<file path="src/hdl/dac_ctrl_pkg.sv">
// ==========================================================================
// Shared constants and carriers of the converter control block.
// ==========================================================================
package dac_ctrl_pkg;

    // ======================================================================
    // Register map.
    // ======================================================================
    localparam int ADDR_W = 2;
    localparam int DATA_W = 8;
    localparam logic [ADDR_W-1:0] CONTROL_OFFSET = 2'h0;
    localparam logic [ADDR_W-1:0] RESERVED_OFFSET = 2'h1;
    localparam logic [ADDR_W-1:0] CODE_LEFT_OFFSET = 2'h2;
    localparam logic [ADDR_W-1:0] CODE_RIGHT_OFFSET = 2'h3;

    // ======================================================================
    // Control register field positions.
    // ======================================================================
    localparam int CONVERTER_ENABLE_POS = 7;
    localparam int FACTORY_TEST_ENABLE_POS = 6;
    localparam int JUSTIFY_SELECT_POS = 3;
    localparam int SIGN_SELECT_POS = 2;
    localparam int WAIT_POWER_DOWN_POS = 1;
    localparam int OUTPUT_PIN_ENABLE_POS = 0;

    // ======================================================================
    // Reset values, fixed read values and the sign flip mask.
    // ======================================================================
    localparam logic [DATA_W-1:0] CONTROL_RESET = 8'h00;
    localparam logic [DATA_W-1:0] CODE_RESET = 8'h00;
    localparam logic [DATA_W-1:0] RESERVED_READ = 8'h00;
    localparam logic [DATA_W-1:0] SIGN_FLIP = 8'h80;

    // ======================================================================
    // Carriers.
    // ======================================================================
    typedef struct packed {
        logic [ADDR_W-1:0] addr;
        logic [DATA_W-1:0] wdata;
        logic wr;
        logic rd;
    } reg_req_t;

    typedef struct packed {
        logic converter_enable;
        logic factory_test_enable;
        logic justify_select;
        logic sign_select;
        logic wait_power_down;
        logic output_pin_enable;
    } control_t;

    typedef struct packed {
        logic special_mode;
        logic wait_mode;
        logic stop_mode;
    } system_mode_t;

endpackage

</file>
<file path="src/hdl/dac_register_control.sv">
`timescale 1ns/10ps
module dac_register_control (
    input wire logic clk_i,
    input wire logic rst_n_i,
    input wire dac_ctrl_pkg::reg_req_t req_i,
    input wire dac_ctrl_pkg::system_mode_t mode_i,
    output logic [dac_ctrl_pkg::DATA_W-1:0] rd_data_o,
    output logic [dac_ctrl_pkg::DATA_W-1:0] conv_code_o,
    output logic conv_power_o,
    output logic conv_test_o,
    output logic analog_output_pin_oe_o
);

    // ======================================================================
    // Helper functions.
    // ======================================================================

    // Maps a stored code onto the straight binary scale of the core.
    function automatic logic [dac_ctrl_pkg::DATA_W-1:0] to_binary(
        input logic [dac_ctrl_pkg::DATA_W-1:0] code,
        input logic is_signed
    );
        to_binary = is_signed ? (code ^ dac_ctrl_pkg::SIGN_FLIP) : code;
    endfunction

    // Packs the control fields into their register positions.
    function automatic logic [dac_ctrl_pkg::DATA_W-1:0] pack_control(
        input dac_ctrl_pkg::control_t c
    );
        logic [dac_ctrl_pkg::DATA_W-1:0] v;
        v = '0;
        v[dac_ctrl_pkg::CONVERTER_ENABLE_POS] = c.converter_enable;
        v[dac_ctrl_pkg::FACTORY_TEST_ENABLE_POS] = c.factory_test_enable;
        v[dac_ctrl_pkg::JUSTIFY_SELECT_POS] = c.justify_select;
        v[dac_ctrl_pkg::SIGN_SELECT_POS] = c.sign_select;
        v[dac_ctrl_pkg::WAIT_POWER_DOWN_POS] = c.wait_power_down;
        v[dac_ctrl_pkg::OUTPUT_PIN_ENABLE_POS] = c.output_pin_enable;
        pack_control = v;
    endfunction

    // ======================================================================
    // Register state.
    // ======================================================================
    dac_ctrl_pkg::control_t control_reg;
    dac_ctrl_pkg::control_t control_next;
    logic [dac_ctrl_pkg::DATA_W-1:0] code_left_reg;
    logic [dac_ctrl_pkg::DATA_W-1:0] code_left_next;
    logic [dac_ctrl_pkg::DATA_W-1:0] code_right_reg;
    logic [dac_ctrl_pkg::DATA_W-1:0] code_right_next;
    logic [dac_ctrl_pkg::DATA_W-1:0] rd_data_reg;
    logic [dac_ctrl_pkg::DATA_W-1:0] rd_data_next;
    logic wr_control;
    logic wr_left;
    logic wr_right;

    // Decodes writes; a data view only accepts writes while it is selected.
    always_comb begin
        wr_control = req_i.wr && (req_i.addr == dac_ctrl_pkg::CONTROL_OFFSET);
        wr_left = req_i.wr && !control_reg.justify_select
            && (req_i.addr == dac_ctrl_pkg::CODE_LEFT_OFFSET);
        wr_right = req_i.wr && control_reg.justify_select
            && (req_i.addr == dac_ctrl_pkg::CODE_RIGHT_OFFSET);
    end

    // Computes the next register values from the bus writes.
    always_comb begin
        control_next = control_reg;
        code_left_next = code_left_reg;
        code_right_next = code_right_reg;
        if (wr_control) begin
            control_next.converter_enable =
                req_i.wdata[dac_ctrl_pkg::CONVERTER_ENABLE_POS];
            control_next.justify_select =
                req_i.wdata[dac_ctrl_pkg::JUSTIFY_SELECT_POS];
            control_next.sign_select =
                req_i.wdata[dac_ctrl_pkg::SIGN_SELECT_POS];
            control_next.wait_power_down =
                req_i.wdata[dac_ctrl_pkg::WAIT_POWER_DOWN_POS];
            control_next.output_pin_enable =
                req_i.wdata[dac_ctrl_pkg::OUTPUT_PIN_ENABLE_POS];
            if (mode_i.special_mode) begin
                control_next.factory_test_enable =
                    req_i.wdata[dac_ctrl_pkg::FACTORY_TEST_ENABLE_POS];
            end
        end
        // Each view keeps its own code, so flipping justification loses none.
        if (wr_left) begin
            code_left_next = req_i.wdata;
        end
        if (wr_right) begin
            code_right_next = req_i.wdata;
        end
    end

    // Computes the read answer, which stands only in the following cycle.
    always_comb begin
        rd_data_next = '0;
        if (req_i.rd) begin
            case (req_i.addr)
                dac_ctrl_pkg::CONTROL_OFFSET: begin
                    rd_data_next = pack_control(control_reg);
                end
                dac_ctrl_pkg::RESERVED_OFFSET: begin
                    rd_data_next = dac_ctrl_pkg::RESERVED_READ;
                end
                dac_ctrl_pkg::CODE_LEFT_OFFSET: begin
                    rd_data_next = control_reg.justify_select ?
                        '0 : code_left_reg;
                end
                dac_ctrl_pkg::CODE_RIGHT_OFFSET: begin
                    rd_data_next = control_reg.justify_select ?
                        code_right_reg : '0;
                end
                default: begin
                    rd_data_next = '0;
                end
            endcase
        end
    end

    // Registers the software-visible state; reset clears it all.
    always_ff @(posedge clk_i or negedge rst_n_i) begin
        if (!rst_n_i) begin
            control_reg <= dac_ctrl_pkg::control_t'(6'h00);
            code_left_reg <= dac_ctrl_pkg::CODE_RESET;
            code_right_reg <= dac_ctrl_pkg::CODE_RESET;
            rd_data_reg <= '0;
        end else begin
            control_reg <= control_next;
            code_left_reg <= code_left_next;
            code_right_reg <= code_right_next;
            rd_data_reg <= rd_data_next;
        end
    end

    // ======================================================================
    // Converter steering.
    // ======================================================================
    logic power_next;
    logic pin_oe_next;
    logic [dac_ctrl_pkg::DATA_W-1:0] selected_code;
    logic [dac_ctrl_pkg::DATA_W-1:0] code_next;
    logic power_reg;
    logic pin_oe_reg;
    logic test_reg;
    logic [dac_ctrl_pkg::DATA_W-1:0] code_reg;

    // Decides whether the core runs and which code it converts.
    always_comb begin
        power_next = control_reg.converter_enable
            && !mode_i.stop_mode
            && !(mode_i.wait_mode && control_reg.wait_power_down);
        pin_oe_next = power_next && control_reg.output_pin_enable;
        selected_code = control_reg.justify_select ?
            code_right_reg : code_left_reg;
        code_next = power_next ?
            to_binary(selected_code, control_reg.sign_select) : '0;
    end

    // Registers the signals handed to the analog core.
    always_ff @(posedge clk_i or negedge rst_n_i) begin
        if (!rst_n_i) begin
            power_reg <= 1'b0;
            pin_oe_reg <= 1'b0;
            test_reg <= 1'b0;
            code_reg <= dac_ctrl_pkg::CODE_RESET;
        end else begin
            power_reg <= power_next;
            pin_oe_reg <= pin_oe_next;
            test_reg <= control_reg.factory_test_enable;
            code_reg <= code_next;
        end
    end

    // Drives the outputs straight from their flip-flops.
    assign rd_data_o = rd_data_reg;
    assign conv_code_o = code_reg;
    assign conv_power_o = power_reg;
    assign conv_test_o = test_reg;
    assign analog_output_pin_oe_o = pin_oe_reg;
endmodule // dac_register_control

</file>
<file path="config.mk">
export PLATFORM = sky130hd
export DESIGN_NAME = dac_register_control
export DESIGN_NICKNAME = d
export VERILOG_FILES = /design/src/hdl/dac_ctrl_pkg.sv /design/src/hdl/dac_register_control.sv
export SDC_FILE = /design/constraint.sdc
export NUM_CORES = 1
export LEC_CHECK = 0
export ABC_AREA = 1
export ABC_CLOCK_PERIOD_IN_PS = 2600
export BUFFER_PORTS_ARGS = -buffer_cell sky130_fd_sc_hd__buf_2
export CORE_MARGIN = 3
export CORE_UTILIZATION = 40
export DETAILED_ROUTE_END_ITERATION = 16
export GPL_TIMING_DRIVEN = 0
export HOLD_SLACK_MARGIN = 0.03
export PLACE_DENSITY = 0.65
export SYNTH_ARGS = -nofsm -noshare
export SYNTH_HDL_FRONTEND = slang
export SYNTH_SLANG_ARGS = --single-unit
</file>
<file path="constraint.sdc">
create_clock -name clk_i -period 2.6 [get_ports clk_i]
set_clock_uncertainty 0.1 [all_clocks]
set_input_delay 0.78 -clock clk_i [delete_from_list [all_inputs] [get_ports clk_i]]
set_output_delay 0.78 -clock clk_i [all_outputs]
set_load 0.02 [all_outputs]
</file>
==> impl_results.md <==
- Final WL: between 3 and 4 mm
- Post-synth net total: 216
- Initial Util: a little over two fifths
- First-pass GRT wire length: 6.134 mm
- Hold Worst Slack: about 300 ps
- Number of synthesis warnings: 0
- Yosys top cell by area: dfrtp_1
- Nature of the critical path endpoint: output port
- Largest net degree at the start of global routing: 42
- Start point of the critical path: rd_data_o[5]
- Layout cells sized above 1: between 20% and 30%
- Syn Area/Cell: ~8.8 µm²
- Final Hold Fails: 0
- Adder-Cell Fraction of Synth Area: 0%
- Fin nets: about 260
- # IOs: 36
- WS Path Type: flip-flop to output port
- Max Clk Rate: a little under 0.6 GHz
- Grt met3 use: about 3.7%
- Count of cell types in the netlist: 17
- Top Family by Delay on Critical Path: flip-flops
- Worst-path cell chain: buf_2
- Routability congestion estimate: approximately 0.84
- CP max stage cell: dfrtp_1
- CTS Sinks: approximately 40
- Antenna diodes: 0
- Post-synthesis compound-gate area fraction: a little under an eighth
- Min-delay worst type: flip-flop to flip-flop
- Horiz. Die Dim: roughly 72 µm
- Most frequent cells in the layout: nand2_1 (49), dfrtp_1 (41), buf_2 (38)
- Worst Hold Depth: 0
- PwrDens: approximately 750 nW/µm²
- Max-slew headroom: between 40% and 50%
- Maximum VDD drop: about 310 µV
- Crit path arrival time: about 800 ps
- Fin cells: between 200 and 300
- RSZ-0062 raised after global routing: no
- DPL Wire Length: ~2.6 mm
- Critical Path Fanout Max: 1
- Tot GR Track Use: between 15 and 20%
- CTS tree: yes
- Synth Register Bits: approximately 40
- Status: complete, no violations
- Tmin final: roughly 1700 ps
- Area growth syn-to-layout: 18.42%
- Post-Synth XOR/XNOR Area: 0%
- CTS buffer count: 5
- DR pass1 iterations: 4
- Core area: between 4000 and 5000 µm²
- Crit path buf inv count: 1
- Mapped Area: about 1800 µm²
- Post_cts resized: 0
- Yosys top cell area share: about three fifths
- Vias in the first global route: around 1300
- Root buffer cell: clkbuf_8
- Hold Buf Count CTS: 0
- Critical path launch point type: flip-flop
- Die height: between 70 and 80 µm
- Mux share of post-synthesis cell area: 0%
- Clock-pin transition on the worst setup and hold timing paths: about 70 ps
- Initial antenna violation count: 0
- Register area: roughly 1000 µm²
- Area contributors post-synth: dfrtp_1 (58%), nand2_1 (10%), inv_1 (5.8%)
- Worst slew pin tran: ~890 ps
- WHS Endpoint: conv_test_o
- Die ar.: between 5000 and 6000 µm²
- Slowest stage delay, CP: about 360 ps
- Met2 Usage GRT: around a quarter
- Routed Antenna Nets: 0
- Initial DRC count: 77
- Post-Place Cells: 284
- Main combinational cell family by area after synthesis: simple AND/OR/NAND/NOR gates
- Port Buf Inserts: 35
- Vias/cell: 4.667
- Via count: ~1400
- Footprint of the multi-input gates: 586.8 µm²
- Leakage: about 1.2 nW
- Max-Cap Viols: 0
- Worst flop-to-flop path startpoint: control_reg[3]
- FILL cells: about 420
- Critical Path RT: between 1500 and 2000 ps
- Post-CTS Setup Bufs: 0
- Final Cycle Share: 64.63%
- Setup violators final: 0
- WL/cell: 12.54 µm
- Critical R2R Capture: code_left_reg[5]
- Cell row count: 23
- Top Usage Layer GRT: met2
- Htree depth: 2
- # DRC: 0
- Clk buf depth: 2
- Synthesized instance count: 199
- Met1 GRT Util: between 10% and 20%
- Grt total ovfl: 0
- Setup TNS: 0 ps
- Register area share after synthesis: just under 60%
- Clk Latency, worst-skew pair: between 200 and 300 ps
- Worst R2R Setup Slack: 1140 ps
- Hold path start: control_reg[4]
- Simple-Gate Fraction of Synth Area: a little over a fifth
- Count of pins over their slew limit: 0
- Most common cell after layout, fill and taps aside: nand2_1
- R2R cell count: 6
==> synth_stat cells (all sizes together) <==
cell type  number
buf             5
nand2          50
inv            29
nand4           1
dfrtp          41
o21ai          16
a21oi          17
nand3          12
nor2           28
==> logic make-up after synthesis <==
logic type	count (synthesis)
flops	41
compound gates	33
simple gates	91
buf+inv	34
==> worst max path at each step <==
| stage | endpoint | cells past startpoint |
|---|---|---|
| after floorplan | code_left_reg[5] | 6 |
| after global placement | code_left_reg[5] | 7 |
| after detailed placement | code_left_reg[5] | 7 |
| after CTS | conv_code_o[1] | 1 |
| after global routing | code_left_reg[5] | 7 |
| final | rd_data_o[5] | 1 |
==> metrics by stage <==
stage          cell area [µm²]  power [mW]  setup WS, ps  utilization, %
2_1_floorplan             1759       1.050         991.1               -
3_3_place_gp              1997       1.152         644.9           48.53
3_5_place_dp              1997       1.164         649.2           48.53
4_1_cts                   2083       1.581         901.8           50.62
5_1_grt                   2083       1.673         869.9           50.62
6_report                  2083       1.563         919.6           50.62
==> metal layers <==
metal  part of all wire [%]  routed length [µm]
met5                      0                   0
met2                     47                1699
met1                     45                1629
met4                    1.9                  71
met3                    6.8                 247
==> report_power, final <==
| part | internal [mW] | switching, mW |
|---|---|---|
| Clock | 0.211 | 0.203 |
| Combinational | 0.121 | 0.214 |
| Sequential | 0.749 | 0.0656 |
| Total | 1.08 | 0.482 |
==> layout make-up <==
cell class	instances	share of cell area, %
Buffer	5	1.802
Clock buffer	7	4.144
Timing Repair Buffer	35	8.408
Multi-Input combinational cell	124	28.17
Inverter	29	5.225
Sequential cell	41	49.25
Tap cell	50	3.003
Power figures use the tool's default switching activity.
